### src/rtl/pin_timer_consts.vh
/*
 * register offsets, field positions, reset values and encodings of the
 * timer output pin block.
 * assumes a 32-bit classic wishbone slave with word addressing by byte.
 */
`ifndef PIN_TIMER_CONSTS_VH
`define PIN_TIMER_CONSTS_VH

// register byte offsets
`define OFS_START 8'h00
`define OFS_MUX 8'h04
`define OFS_STATUS 8'h08
`define OFS_CH_BASE 8'h10
`define OFS_CH_STRIDE 8'h10
`define OFS_MODE 4'h0
`define OFS_IOCTL 4'h4
`define OFS_CMP_A 4'h8
`define OFS_CMP_B 4'hc

// timer mode register fields
`define MODE_NORMAL 2'h0
`define MODE_PWM_MODE_ONE 2'h2
`define MODE_PWM_MODE_TWO 2'h3
`define MODE_BUF_C_BIT 2
`define MODE_BUF_D_BIT 3
`define MODE_RESET 4'h0

// io control register: per pin, bit0 initial level, bits 2:1 match action
`define IO_INIT_BIT 0
`define IO_ACT_LO 1
`define IO_ACT_HI 2
`define ACT_NONE 2'h0
`define ACT_LOW 2'h1
`define ACT_HIGH 2'h2
`define ACT_TOGGLE 2'h3
`define IO_PIN_WIDTH 4
`define IO_RESET 16'h0000

`define CNT_RESET 16'h0000

`endif

### src/rtl/pin_level_cell.v
/*
 * one timer output pin: holds the level, presets it on a control write,
 * changes it on compare match.
 * assumes preset and match arrive as one-cycle pulses on clk_i.
 */
`include "pin_timer_consts.vh"

module pin_level_cell (
    input wire clk_i,
    input wire rst_i,
    input wire standby_i,
    input wire preset_i,
    input wire preset_level_i,
    input wire match_i,
    input wire [1:0] action_i,
    output reg level_o
);

    always @(posedge clk_i) begin
        if (rst_i || standby_i) begin
            level_o <= 1'b0;
        end else if (preset_i) begin
            level_o <= preset_level_i;
        end else if (match_i) begin
            // a preset in the same cycle wins, so software sees its level
            case (action_i)
                `ACT_LOW: level_o <= 1'b0;
                `ACT_HIGH: level_o <= 1'b1;
                `ACT_TOGGLE: level_o <= ~level_o;
                default: level_o <= level_o;
            endcase
        end
    end

endmodule // pin_level_cell

### src/rtl/chan_counter.v
/*
 * one channel's up-counter with two compare registers.
 * assumes the start bit comes from logic on clk_i; the counter clears when
 * it reaches the period value.
 */
`include "pin_timer_consts.vh"

module chan_counter #(
    parameter WIDTH = 16
) (
    input wire clk_i,
    input wire rst_i,
    input wire run_i,
    input wire [WIDTH-1:0] cmp_a_i,
    input wire [WIDTH-1:0] cmp_b_i,
    input wire clear_on_b_i,
    output reg [WIDTH-1:0] count_o,
    output reg match_a_o,
    output reg match_b_o
);

    wire hit_a;
    wire hit_b;
    wire wrap;

    assign hit_a = run_i && (count_o == cmp_a_i);
    assign hit_b = run_i && (count_o == cmp_b_i);
    assign wrap = clear_on_b_i ? hit_b : hit_a;

    always @(posedge clk_i) begin
        if (rst_i) begin
            count_o <= {WIDTH{1'b0}};
            match_a_o <= 1'b0;
            match_b_o <= 1'b0;
        end else begin
            match_a_o <= hit_a;
            match_b_o <= hit_b;
            if (run_i) begin
                count_o <= wrap ? {WIDTH{1'b0}} : count_o + 1'b1;
            end
        end
    end

endmodule // chan_counter

### src/rtl/timer_output_pin_init.v
/*
 * output pin handling of a three-channel 16-bit pulse timer: mode, io
 * control and start registers over classic wishbone, per-pin levels, and
 * the pin function mux stage that hands levels to the ports.
 * assumes one clock, synchronous reset, and a single-cycle wishbone master.
 */
// The implementer's own choices: the Wishbone interface to the registers and the register addresses.
// Operation
// - timer levels low after reset, standby
// - pins high impedance until mux selects
// - mux select shows current timer level
// - normal, pwm one, pwm two per channel
// - mode register resets to normal
// - io control write presets selected pins
// - pwm one leaves b pin untouched
// - pwm two leaves period pin untouched
// - normal/pwm two buffers block c,d pins
// - pwm one buffer blocks c pin
// - start bit runs, clear stops counting
// - compare match drives configured level
`include "pin_timer_consts.vh"

module timer_output_pin_init #(
    parameter CHANNELS = 3,
    parameter WIDTH = 16
) (
    input wire clk_i,
    input wire rst_i,
    input wire standby_i,
    input wire cyc_i,
    input wire stb_i,
    input wire we_i,
    input wire [7:0] adr_i,
    input wire [3:0] sel_i,
    input wire [31:0] dat_i,
    output reg [31:0] dat_o,
    output reg ack_o,
    output reg [4*CHANNELS-1:0] pin_o,
    output reg [4*CHANNELS-1:0] pin_oe_n_o
);

    localparam PINS = 4 * CHANNELS;

    reg [CHANNELS-1:0] start;
    reg [PINS-1:0] mux_timer;
    reg [PINS-1:0] port_level;
    reg [PINS-1:0] port_drive;
    reg [3:0] mode [0:CHANNELS-1];
    reg [15:0] ioctl [0:CHANNELS-1];
    reg [WIDTH-1:0] cmp_a [0:CHANNELS-1];
    reg [WIDTH-1:0] cmp_b [0:CHANNELS-1];
    reg [31:0] next_dat;
    reg sync_standby_0;
    reg sync_standby;

    wire [PINS-1:0] level;
    wire [PINS-1:0] preset;
    wire [PINS-1:0] match;
    wire access;
    wire wr;
    wire [1:0] chan_idx;
    wire in_chan;

    assign access = cyc_i && stb_i && !ack_o;
    assign wr = access && we_i && (sel_i == 4'hf);
    assign in_chan = (adr_i >= `OFS_CH_BASE) &&
        (adr_i < `OFS_CH_BASE + CHANNELS * `OFS_CH_STRIDE);
    assign chan_idx = adr_i[5:4] - 2'd1;

    // standby arrives from the power controller outside this clock domain
    always @(posedge clk_i) begin
        if (rst_i) begin
            sync_standby_0 <= 1'b0;
            sync_standby <= 1'b0;
        end else begin
            sync_standby_0 <= standby_i;
            sync_standby <= sync_standby_0;
        end
    end

    genvar c;
    genvar p;
    generate
        for (c = 0; c < CHANNELS; c = c + 1) begin : g_chan
            wire [WIDTH-1:0] count;
            wire hit_a;
            wire hit_b;
            wire [1:0] md;
            wire buf_c;
            wire buf_d;
            wire ioc_wr;
            reg [3:0] allow;

            assign md = mode[c][1:0];
            assign buf_c = mode[c][`MODE_BUF_C_BIT];
            assign buf_d = mode[c][`MODE_BUF_D_BIT];
            assign ioc_wr = wr && in_chan && (chan_idx == c) &&
                (adr_i[3:0] == `OFS_IOCTL);

            chan_counter #(
                .WIDTH(WIDTH)
            ) u_cnt (
                .clk_i(clk_i),
                .rst_i(rst_i),
                .run_i(start[c]),
                .cmp_a_i(cmp_a[c]),
                .cmp_b_i(cmp_b[c]),
                .clear_on_b_i(1'b0),
                .count_o(count),
                .match_a_o(hit_a),
                .match_b_o(hit_b)
            );

            // pins a,b,c,d; which of them an io control write may preset
            always @* begin
                allow = 4'hf;
                case (md)
                    `MODE_PWM_MODE_ONE: begin
                        allow[1] = 1'b0;
                        if (buf_c || buf_d) begin
                            allow[2] = 1'b0;
                        end
                    end
                    `MODE_PWM_MODE_TWO: begin
                        allow[0] = 1'b0;
                        if (buf_c) allow[2] = 1'b0;
                        if (buf_d) allow[3] = 1'b0;
                    end
                    default: begin
                        if (buf_c) allow[2] = 1'b0;
                        if (buf_d) allow[3] = 1'b0;
                    end
                endcase
            end

            // a and c match on compare a, d on compare b, b on compare b except in pwm one
            assign match[4*c+0] = hit_a;
            assign match[4*c+1] = hit_b && (md != `MODE_PWM_MODE_ONE);
            assign match[4*c+2] = hit_a;
            assign match[4*c+3] = hit_b;
            assign preset[4*c+3:4*c] = ioc_wr ? allow : 4'h0;

            for (p = 0; p < 4; p = p + 1) begin : g_pin
                pin_level_cell u_pin (
                    .clk_i(clk_i),
                    .rst_i(rst_i),
                    .standby_i(sync_standby),
                    .preset_i(preset[4*c+p]),
                    .preset_level_i(dat_i[4*p+`IO_INIT_BIT]),
                    .match_i(match[4*c+p]),
                    .action_i(ioctl[c][4*p+`IO_ACT_HI:4*p+`IO_ACT_LO]),
                    .level_o(level[4*c+p])
                );
            end
        end
    endgenerate

    // read mux, address decode as an if chain
    always @* begin
        next_dat = 32'h00000000;
        if (adr_i == `OFS_START) begin
            next_dat[CHANNELS-1:0] = start;
        end else if (adr_i == `OFS_MUX) begin
            next_dat[PINS-1:0] = mux_timer;
            next_dat[16+PINS-1:16] = port_drive;
        end else if (adr_i == `OFS_STATUS) begin
            next_dat[PINS-1:0] = level;
            next_dat[16+PINS-1:16] = port_level;
        end else if (in_chan && adr_i[3:0] == `OFS_MODE) begin
            next_dat[3:0] = mode[chan_idx];
        end else if (in_chan && adr_i[3:0] == `OFS_IOCTL) begin
            next_dat[15:0] = ioctl[chan_idx];
        end else if (in_chan && adr_i[3:0] == `OFS_CMP_A) begin
            next_dat[WIDTH-1:0] = cmp_a[chan_idx];
        end else if (in_chan && adr_i[3:0] == `OFS_CMP_B) begin
            next_dat[WIDTH-1:0] = cmp_b[chan_idx];
        end
    end

    integer i;
    always @(posedge clk_i) begin
        if (rst_i) begin
            ack_o <= 1'b0;
            dat_o <= 32'h00000000;
            start <= {CHANNELS{1'b0}};
            mux_timer <= {PINS{1'b0}};
            port_level <= {PINS{1'b0}};
            port_drive <= {PINS{1'b0}};
            for (i = 0; i < CHANNELS; i = i + 1) begin
                mode[i] <= `MODE_RESET;
                ioctl[i] <= `IO_RESET;
                cmp_a[i] <= {WIDTH{1'b1}};
                cmp_b[i] <= {WIDTH{1'b1}};
            end
        end else begin
            // unmapped addresses still ack: writes drop, reads give zero
            ack_o <= access;
            dat_o <= access ? next_dat : 32'h00000000;
            if (wr) begin
                if (adr_i == `OFS_START) begin
                    start <= dat_i[CHANNELS-1:0];
                end else if (adr_i == `OFS_MUX) begin
                    mux_timer <= dat_i[PINS-1:0];
                    port_drive <= dat_i[16+PINS-1:16];
                end else if (adr_i == `OFS_STATUS) begin
                    port_level <= dat_i[16+PINS-1:16];
                end else if (in_chan && adr_i[3:0] == `OFS_MODE) begin
                    // mode 1 is unused and falls back to normal
                    mode[chan_idx] <= (dat_i[1:0] == 2'h1) ?
                        {dat_i[3:2], `MODE_NORMAL} : dat_i[3:0];
                end else if (in_chan && adr_i[3:0] == `OFS_IOCTL) begin
                    ioctl[chan_idx] <= dat_i[15:0];
                end else if (in_chan && adr_i[3:0] == `OFS_CMP_A) begin
                    cmp_a[chan_idx] <= dat_i[WIDTH-1:0];
                end else if (in_chan && adr_i[3:0] == `OFS_CMP_B) begin
                    cmp_b[chan_idx] <= dat_i[WIDTH-1:0];
                end
            end
        end
    end

    // pin stage: timer level passes through the pin register once selected, so a
    // mux switch before the preset shows the low reset level one clock later
    always @(posedge clk_i) begin
        if (rst_i) begin
            pin_o <= {PINS{1'b0}};
            pin_oe_n_o <= {PINS{1'b1}};
        end else begin
            pin_o <= (mux_timer & level) | (~mux_timer & port_level);
            pin_oe_n_o <= ~(mux_timer | port_drive);
        end
    end

endmodule // timer_output_pin_init

### config.mk
export PLATFORM = sky130hd
export DESIGN_NAME = timer_output_pin_init
export DESIGN_NICKNAME = d
export VERILOG_FILES = /design/src/rtl/pin_level_cell.v /design/src/rtl/chan_counter.v /design/src/rtl/timer_output_pin_init.v
export VERILOG_INCLUDE_DIRS = /design/src /design/src/rtl
export SDC_FILE = /design/constraint.sdc
export NUM_CORES = 1
export LEC_CHECK = 0
export ABC_CLOCK_PERIOD_IN_PS = 4800
export BUFFER_PORTS_ARGS = -buffer_cell sky130_fd_sc_hd__buf_4
export CAP_MARGIN = 20
export CORE_ASPECT_RATIO = 0.8
export CORE_MARGIN = 2
export CORE_UTILIZATION = 61
export DETAILED_ROUTE_END_ITERATION = 7
export MAX_ROUTING_LAYER = met4
export PLACE_DENSITY = 0.85
export SKIP_LAST_GASP = 1
export SLEW_MARGIN = 25
export SYNTH_ARGS = -nofsm -noshare
export SYNTH_HDL_FRONTEND = slang
export SYNTH_SLANG_ARGS = --single-unit
### constraint.sdc
create_clock -name clk_i -period 4.8 [get_ports clk_i]
set_clock_uncertainty 0.15 [all_clocks]
set_input_delay 0.96 -clock clk_i [delete_from_list [all_inputs] [get_ports clk_i]]
set_output_delay 0.96 -clock clk_i [all_outputs]
set_load 0.05 [all_outputs]
==> flow_summary.json, run 1 <==
{
  "mappedNetlistArea_sq_mm": 0.0173,
  "synth_top_family_by_area": "simple AND/OR/NAND/NOR gates",
  "max_slew.worst_pin.slew_ns": 1.04,
  "via_per_inst": 6.36,
  "drt_pre_antenna_iters": 6,
  "die_h_um": 155,
  "final_min_period_over_clock_period_pct": 70.7,
  "number_of_global_route_vias_before_repair": 12300,
  "cts_buffers": 37,
  "post_route_cells_drive_above_1_share_pct": 14.9,
  "synthArstFlopShare_pct": 0,
  "synth_enable_flop_cells": 208,
  "post_synth_xor_area_fraction_pct": 6.99,
  "sequential_cell_area_sq_mm": 0.00945,
  "post-layout-total-power_uw": 6720,
  "setup_violations": 0,
  "post_synth_fa_ha_maj_area_fraction_pct": 2.39,
  "vias": 12900,
  "cts_tree": "done",
  "floorplan.rows": 55,
  "fin_nets": 1711,
  "wl_mm": 50.8,
  "num_io_pins": 107,
  "cp.arrival_ns": 3.40,
  "initialDrtViolationCount": 1555,
  "ys_dominant_reg_cell": "sky130_fd_sc_hd__edfxtp_1",
  "yosysSeqAreaShare_pct": 54.7,
  "final_cell_mix": "231 x sky130_fd_sc_hd__nand2_1, 208 x sky130_fd_sc_hd__edfxtp_1, 192 x sky130_fd_sc_hd__nor2_1",
  "grt_overflow_total": 0,
  "syn_avg_cell_area_sq_um": 11.0,
  "ant_nets": 0,
  "grt_start_max_net_pins": 72,
  "grt_first_pass_wirelength_mm": 75.1,
  "gp_congestion": 1.03,
  "die_width_um": 192,
  "clkLatencyLatePin_ns": 0.56,
  "maxCapViolations": 0,
  "timing.slew.headroom_pct": 30.8,
  "rsz0062_at_grt": "false",
  "final_period_minus_worst_setup_slack_ns": 3.40,
  "totalNegativeSetupSlack_ns": 0,
  "post_synth_mux_area_share_pct": 9.15,
  "clk_transition_reported_paths_ns": 0.06,
  "floorplan.die_area_sq_mm": 0.0297,
  "finalCoreUtilization_pct": 69.1,
  "ir_worst_vdd_uv": 320,
  "finalHoldViolCount": 0,
  "overall_global_routing_resource_usage_pct": 35.8,
  "leakage_uw": 0.00671,
  "critical_path.max_fanout": 32,
  "synthToLayoutAreaGrowth_pct": 12.2,
  "criticalPathCategory": "primary input to flip-flop",
  "most_common_cell_after_layout_fill_and_taps_aside": "sky130_fd_sc_hd__nand2_1",
  "clk_root_buffer_cell": "sky130_fd_sc_hd__clkbuf_16",
  "placeableCoreArea_sq_mm": 0.0281,
  "postSynthRegisterBits": 368,
  "cts_buffer_depth": 3,
  "min-delay-path-class": "flip-flop to flip-flop",
  "outcome": "completed",
  "achievable-frequency_mhz": 294,
  "ys_types": 55,
  "synth_simple_gate_area_share_pct": 15.4,
  "whs_ns": 0.302,
  "cts_post_setup_buffers_inserted": 0,
  "worstSetupStartpointType": "primary input",
  "placement.io_buffers": 98,
  "multi_input_comb_area_sq_mm": 0.00712,
  "crit_required_ns": 4.81,
  "synth-warning-count": 0,
  "worst_setup_path_end_kind": "flip-flop",
  "tritoncts_num_sinks": 368,
  "antenna_cells_inserted": 0,
  "route.detailed.drc": 0,
  "cts-htree-levels": 2,
  "fill_cells": 1992,
  "cts_hold_buf": 0,
  "cts.repair.resized": 0,
  "initial_utilization_pct": 61.6,
  "syn-instance-count": 1573,
  "hpwlAfterDp_mm": 35.1,
  "grt_antenna_before_repair": 0,
  "synth_compound_area_share_pct": 7.08,
  "timing_max_transition_violations_final": 0,
  "wl_per_cell_um": 25.1,
  "power.density_mw_per_mm2": 346
}
==> final cells by class <==
class	instances	share of cell area (%)
Sequential cell	368	48.7
Multi-Input combinational cell	1040	36.7
Clock buffer	50	5.60
Timing Repair Buffer	123	4.78
Tap cell	370	2.39
Inverter	58	1.12
Clock inverter	15	0.729
==> cell usage after synthesis (18+ instances only) <==
library cell	number	area, sq um
sky130_fd_sc_hd__mux4_2	52	1170
sky130_fd_sc_hd__a21oi_1	61	305
sky130_fd_sc_hd__buf_2	28	140
sky130_fd_sc_hd__nor4_1	21	131
sky130_fd_sc_hd__nor3_1	21	105
sky130_fd_sc_hd__nand2_1	231	867
sky130_fd_sc_hd__nand4_1	32	200
sky130_fd_sc_hd__o21bai_1	18	135
sky130_fd_sc_hd__clkbuf_1	58	218
sky130_fd_sc_hd__edfxtp_1	208	6250
sky130_fd_sc_hd__ha_1	33	413
sky130_fd_sc_hd__inv_1	57	214
sky130_fd_sc_hd__nor2_1	192	721
sky130_fd_sc_hd__xor2_1	114	998
sky130_fd_sc_hd__xnor2_1	24	210
sky130_fd_sc_hd__dfxtp_1	160	3200
sky130_fd_sc_hd__mux2i_1	40	400
sky130_fd_sc_hd__a22oi_1	26	195
sky130_fd_sc_hd__a21o_1	18	135
sky130_fd_sc_hd__nand3_1	27	135
==> sequential cells by signal (all words and copies together), names as in the netlist <==
name                        count
port_drive                     12
pin_oe_n_o                     12
mode                           16
start                           3
sync_standby                    1
ack_o                           1
ioctl                          64
port_level                     12
cmp_a                          64
g_chan.g_pin.u_pin.level_o     12
mux_timer                      12
g_chan.u_cnt.match_b_o          3
pin_o                          12
dat_o                          28
g_chan.u_cnt.count_o           48
g_chan.u_cnt.match_a_o          3
cmp_b                          64
sync_standby_0                  1
==> metal layers <==
layer	track usage (%)	vias to the layer above	wire length [um]
li1	-	5637	-
met1	46.8	6151	18900
met2	49.8	964	21700
met3	14.7	112	8480
met4	13.5	0	1800
met5	-	-	0
==> path summary, 6_finish.rpt <==
kind,from,to,slack [ns],cells after the start
worst min-delay path,port_drive[0]$_SDFFE_PP0P_,pin_oe_n_o[0]$_SDFF_PP1_,0.30,1
worst max-delay path,adr_i[1],ioctl[2][8]$_SDFFCE_PN0P_,1.40,5
worst max register to register,ack_o$_SDFF_PP0_,ioctl[1][0]$_SDFFCE_PN0P_,1.59,5
worst min register to register,port_drive[0]$_SDFFE_PP0P_,pin_oe_n_o[0]$_SDFF_PP1_,0.30,1
==> worst max-delay path, cell delays in order <==
cell and delay (ns):
sky130_fd_sc_hd__buf_4 0.11, sky130_fd_sc_hd__or4_1 0.90, sky130_fd_sc_hd__nor4_4 0.27, sky130_fd_sc_hd__buf_4 0.40
sky130_fd_sc_hd__a21o_1 0.72
==> report_power, final <==
group	internal, uW	leakage [uW]	switching [uW]
Clock	1700	0.000592	1240
Sequential	3350	0.00309	30.4
Combinational	137	0.00303	256
==> metrics by stage <==
step | setup slack [ns] | instances | cell area (sq um)
final | 1.40 | 2024 | 19400
after global routing | 1.31 | 2024 | 19400
after CTS | 1.43 | 2024 | 19400
after detailed placement | 0.897 | 1959 | 18200
after global placement | 0.928 | 1959 | 18200
after floorplan | 0.710 | 1576 | 17300
==> cell families after synthesis <==
kind of cell    after synthesis
compound gates              186
xor+xnor                    138
buf+inv                     168
fa+ha+maj                    33
mux                          93
flops                       368
other cells                   1
simple gates                586
Note: power is estimated with default switching activity, not from simulation.
==> run 2, diff against run 1 <==
--- a/config.mk
+++ b/config.mk
@@ -6,15 +6,16 @@
 export SDC_FILE = /design/constraint.sdc
 export NUM_CORES = 1
 export LEC_CHECK = 0
-export ABC_CLOCK_PERIOD_IN_PS = 4800
+export ABC_AREA = 1
+export ABC_CLOCK_PERIOD_IN_PS = 3050
 export BUFFER_PORTS_ARGS = -buffer_cell sky130_fd_sc_hd__buf_4
 export CAP_MARGIN = 20
 export CORE_ASPECT_RATIO = 0.8
 export CORE_MARGIN = 2
-export CORE_UTILIZATION = 61
+export CORE_UTILIZATION = 55
 export DETAILED_ROUTE_END_ITERATION = 7
 export MAX_ROUTING_LAYER = met4
-export PLACE_DENSITY = 0.85
+export PLACE_DENSITY = 0.81
 export SKIP_LAST_GASP = 1
 export SLEW_MARGIN = 25
 export SYNTH_ARGS = -nofsm -noshare
==> constraint.sdc (replaced) <==
create_clock -name clk_i -period 3.05 [get_ports clk_i]
set_clock_uncertainty 0.15 [all_clocks]
set_input_delay 0.61 -clock clk_i [delete_from_list [all_inputs] [get_ports clk_i]]
set_output_delay 0.61 -clock clk_i [all_outputs]
set_load 0.05 [all_outputs]
==> flow_summary.json, run 2 <==
{
  "worstReg2RegEnd": "ioctl[0][10]$_SDFFCE_PN0P_",
  "syn_avg_cell_area_sq_um": 8.53,
  "synth_enable_flop_cells": 208,
  "drt_pre_antenna_iters": 8,
  "overall_global_routing_resource_usage_pct": 36.1,
  "final_min_period_over_clock_period_pct": 78.6,
  "grt_start_max_net_pins": 80,
  "synthToLayoutAreaGrowth_pct": 15.2,
  "finalCoreUtilization_pct": 64.7,
  "achievable-frequency_mhz": 417,
  "post_synth_xor_area_fraction_pct": 2.22,
  "placement.io_buffers": 98,
  "totalNegativeSetupSlack_ns": 0,
  "worstRegToRegCells": 8,
  "cts-htree-levels": 2,
  "synth_simple_gate_area_share_pct": 21.4,
  "final_period_minus_worst_setup_slack_ns": 2.40,
  "synth.most_common_cell": "sky130_fd_sc_hd__nand2_1",
  "timing.critical_path.to": "cmp_a[1][11]$_SDFFCE_PN1P_",
  "synth_top_family_by_area": "simple AND/OR/NAND/NOR gates",
  "synth_top_area_cell": "sky130_fd_sc_hd__edfxtp_1",
  "die_width_um": 205,
  "timing.slew.headroom_pct": 33.8,
  "tritoncts_num_sinks": 368,
  "yosysTopAreaCellShare_pct": 35.2,
  "grt_first_pass_wirelength_mm": 87.2,
  "clkLatencyLatePin_ns": 0.56,
  "placeableCoreArea_sq_mm": 0.0316,
  "ir_worst_vdd_uv": 506,
  "post-route-worst-setup-slack_ns": 0.651,
  "rsz0062_at_grt": "false",
  "fin_nets": 2259,
  "max_slew.worst_pin.slew_ns": 0.991,
  "die_h_um": 165,
  "grtUsageMet3_pct": 10.1,
  "outcome": "completed",
  "post_synth_fa_ha_maj_area_fraction_pct": 2.32,
  "floorplan.rows": 58,
  "clk_transition_reported_paths_ns": 0.06,
  "reg_top3": "cmp_a: 64 flops, cmp_b: 64 flops, ioctl: 64 flops",
  "regToRegStartpoint": "ack_o$_SDFF_PP0_",
  "whs_path_cells": 1,
  "cts_buffer_depth": 3,
  "globalRoute.busiestLayer": "met2",
  "synth-warning-count": 0,
  "min-delay-path-class": "primary input to flip-flop",
  "grt_overflow_total": 0,
  "syn-instance-count": 2083,
  "grt_antenna_before_repair": 0,
  "finalHoldViolCount": 0,
  "criticalPathCategory": "primary input to flip-flop",
  "route.detailed.drc": 0,
  "vias": 15700,
  "most_common_cell_after_layout_fill_and_taps_aside": "sky130_fd_sc_hd__nand2_1",
  "final_cell_mix": "409 x sky130_fd_sc_hd__nand2_1, 254 x sky130_fd_sc_hd__nor2_1, 216 x sky130_fd_sc_hd__inv_1",
  "leakage_uw": 0.00782,
  "post_synth_mux_area_share_pct": 0,
  "initialDrtViolationCount": 2250,
  "timing_max_transition_violations_final": 0,
  "post-place-ws_ns": 0.148,
  "post_route_cells_drive_above_1_share_pct": 11.8,
  "ys_dominant_reg_cell": "sky130_fd_sc_hd__edfxtp_1",
  "ant_nets": 0,
  "synth.cells.most_frequent": "412 x sky130_fd_sc_hd__nand2_1, 258 x sky130_fd_sc_hd__nor2_1, 217 x sky130_fd_sc_hd__inv_1",
  "hpwlAfterDp_mm": 42.1,
  "wl_per_cell_um": 22.4,
  "reg2reg_slack_ns": 0.68,
  "grtUsageMet1_pct": 51.2,
  "maxCapViolations": 0,
  "antenna_cells_inserted": 0,
  "critical_path.max_fanout": 16,
  "cp.arrival_ns": 2.51,
  "yosysSeqAreaShare_pct": 53.2,
  "cts_buffers": 38,
  "cts_post_setup_buffers_inserted": 0,
  "cts_hold_buf": 0,
  "power.density_mw_per_mm2": 519,
  "wl_mm": 58.8,
  "initial_utilization_pct": 56.1,
  "timing.critical_path.from": "adr_i[4]",
  "via_per_inst": 5.98,
  "gp_congestion": 0.983,
  "num_io_pins": 107,
  "synth_compound_area_share_pct": 13.4,
  "setup_violations": 0,
  "gr-usage-met2_pct": 51.4,
  "postSynthRegisterBits": 368,
  "ys_types": 45,
  "cts_tree": "done",
  "crit_required_ns": 3.16,
  "floorplan.die_area_sq_mm": 0.0338,
  "synth_area_leaders": "sky130_fd_sc_hd__edfxtp_1 35%, sky130_fd_sc_hd__dfxtp_1 18%, sky130_fd_sc_hd__nand2_1 8.7%",
  "worstSetupStartpointType": "primary input",
  "worst_setup_path_end_kind": "flip-flop",
  "mappedNetlistArea_sq_mm": 0.0178,
  "cts.repair.resized": 0,
  "number_of_global_route_vias_before_repair": 14600,
  "post-layout-total-power_uw": 10600,
  "clk_root_buffer_cell": "sky130_fd_sc_hd__clkbuf_16",
  "synthArstFlopShare_pct": 0
}
## run 2: cell count changes after synthesis, moves of 62 or more
cell / previous run / this run
sky130_fd_sc_hd__o21ai_0: 3 / 190
sky130_fd_sc_hd__inv_1: 57 / 217
sky130_fd_sc_hd__a21oi_1: 61 / 149
sky130_fd_sc_hd__xor2_1: 114 / 36
sky130_fd_sc_hd__nand3_1: 27 / 89
sky130_fd_sc_hd__nor2_1: 192 / 258
sky130_fd_sc_hd__nand2_1: 231 / 412
## run 2: logic make-up after synthesis
group,count (synthesis)
XOR/XNOR,45
buffers and inverters,325
other,1
AND/OR/NAND/NOR,882
adder cells (fa/ha/maj),33
flip-flops,368
AO/OA/AOI/OAI,429
## run 2: critical path, cell delays in order
cell                       delay (ns)
sky130_fd_sc_hd__buf_4           0.15
sky130_fd_sc_hd__clkinv_4        0.09
sky130_fd_sc_hd__ha_4            0.18
sky130_fd_sc_hd__nand2_4         0.09
sky130_fd_sc_hd__inv_4           0.05
sky130_fd_sc_hd__nand2_4         0.10
sky130_fd_sc_hd__nand2_4         0.08
sky130_fd_sc_hd__nor4_4          0.26
sky130_fd_sc_hd__buf_4           0.21
sky130_fd_sc_hd__nand2_4         0.17
sky130_fd_sc_hd__nor2_4          0.40
sky130_fd_sc_hd__nand2_1         0.13
## run 2: how the worst min path moves through the flow
| stage | from | end | slack [ns] |
|---|---|---|---|
| 3_3_place_gp | sync_standby_0$_SDFF_PP0_ | sync_standby$_SDFF_PP0_ | 0.25 |
| 3_5_place_dp | sync_standby_0$_SDFF_PP0_ | sync_standby$_SDFF_PP0_ | 0.25 |
| 6_report | dat_i[12] | ioctl[3][12]$_DFFE_PP_ | 0.12 |
| 2_1_floorplan | sync_standby_0$_SDFF_PP0_ | sync_standby$_SDFF_PP0_ | 0.24 |
| 4_1_cts | dat_i[4] | cmp_b[3][4]$_DFFE_PP_ | 0.10 |
| 5_1_grt | dat_i[4] | ioctl[3][4]$_DFFE_PP_ | 0.11 |
## run 2: layer usage
layer | wire (um) | vias up
met5 | 0 | -
met4 | 1370 | 0
met3 | 8490 | 117
met2 | 24900 | 1092
met1 | 24000 | 7299
li1 | - | 7189
## run 2: layout make-up
| cell class | instances | area, sq um |
|---|---|---|
| clock inverters | 18 | 181 |
| flip-flops and latches | 368 | 9450 |
| repair buffers | 142 | 1280 |
| well taps | 420 | 526 |
| clock buffers | 50 | 1010 |
| multi-input cells | 1393 | 7140 |
| inverters | 233 | 882 |
| fillers | 2645 | 11200 |
## run 2: through the flow
| step | hold WS (ns) | std cells | cell area [sq um] |
|---|---|---|---|
| after floorplan | 0.238 | 2086 | 17900 |
| after global placement | 0.254 | 2556 | 19300 |
| after detailed placement | 0.251 | 2556 | 19300 |
| after CTS | 0.104 | 2624 | 20500 |
| after global routing | 0.107 | 2624 | 20500 |
| final | 0.117 | 2624 | 20500 |
## run 2: where the power goes
part / switching (uW) / internal, uW / leakage [uW] / total (uW)
logic: 547 / 205 / 0.00415 / 752
registers: 40.1 / 5280 / 0.00309 / 5320
clock network: 1970 / 2590 / 0.000582 / 4560
total: 2550 / 8070 / 0.00782 / 10600
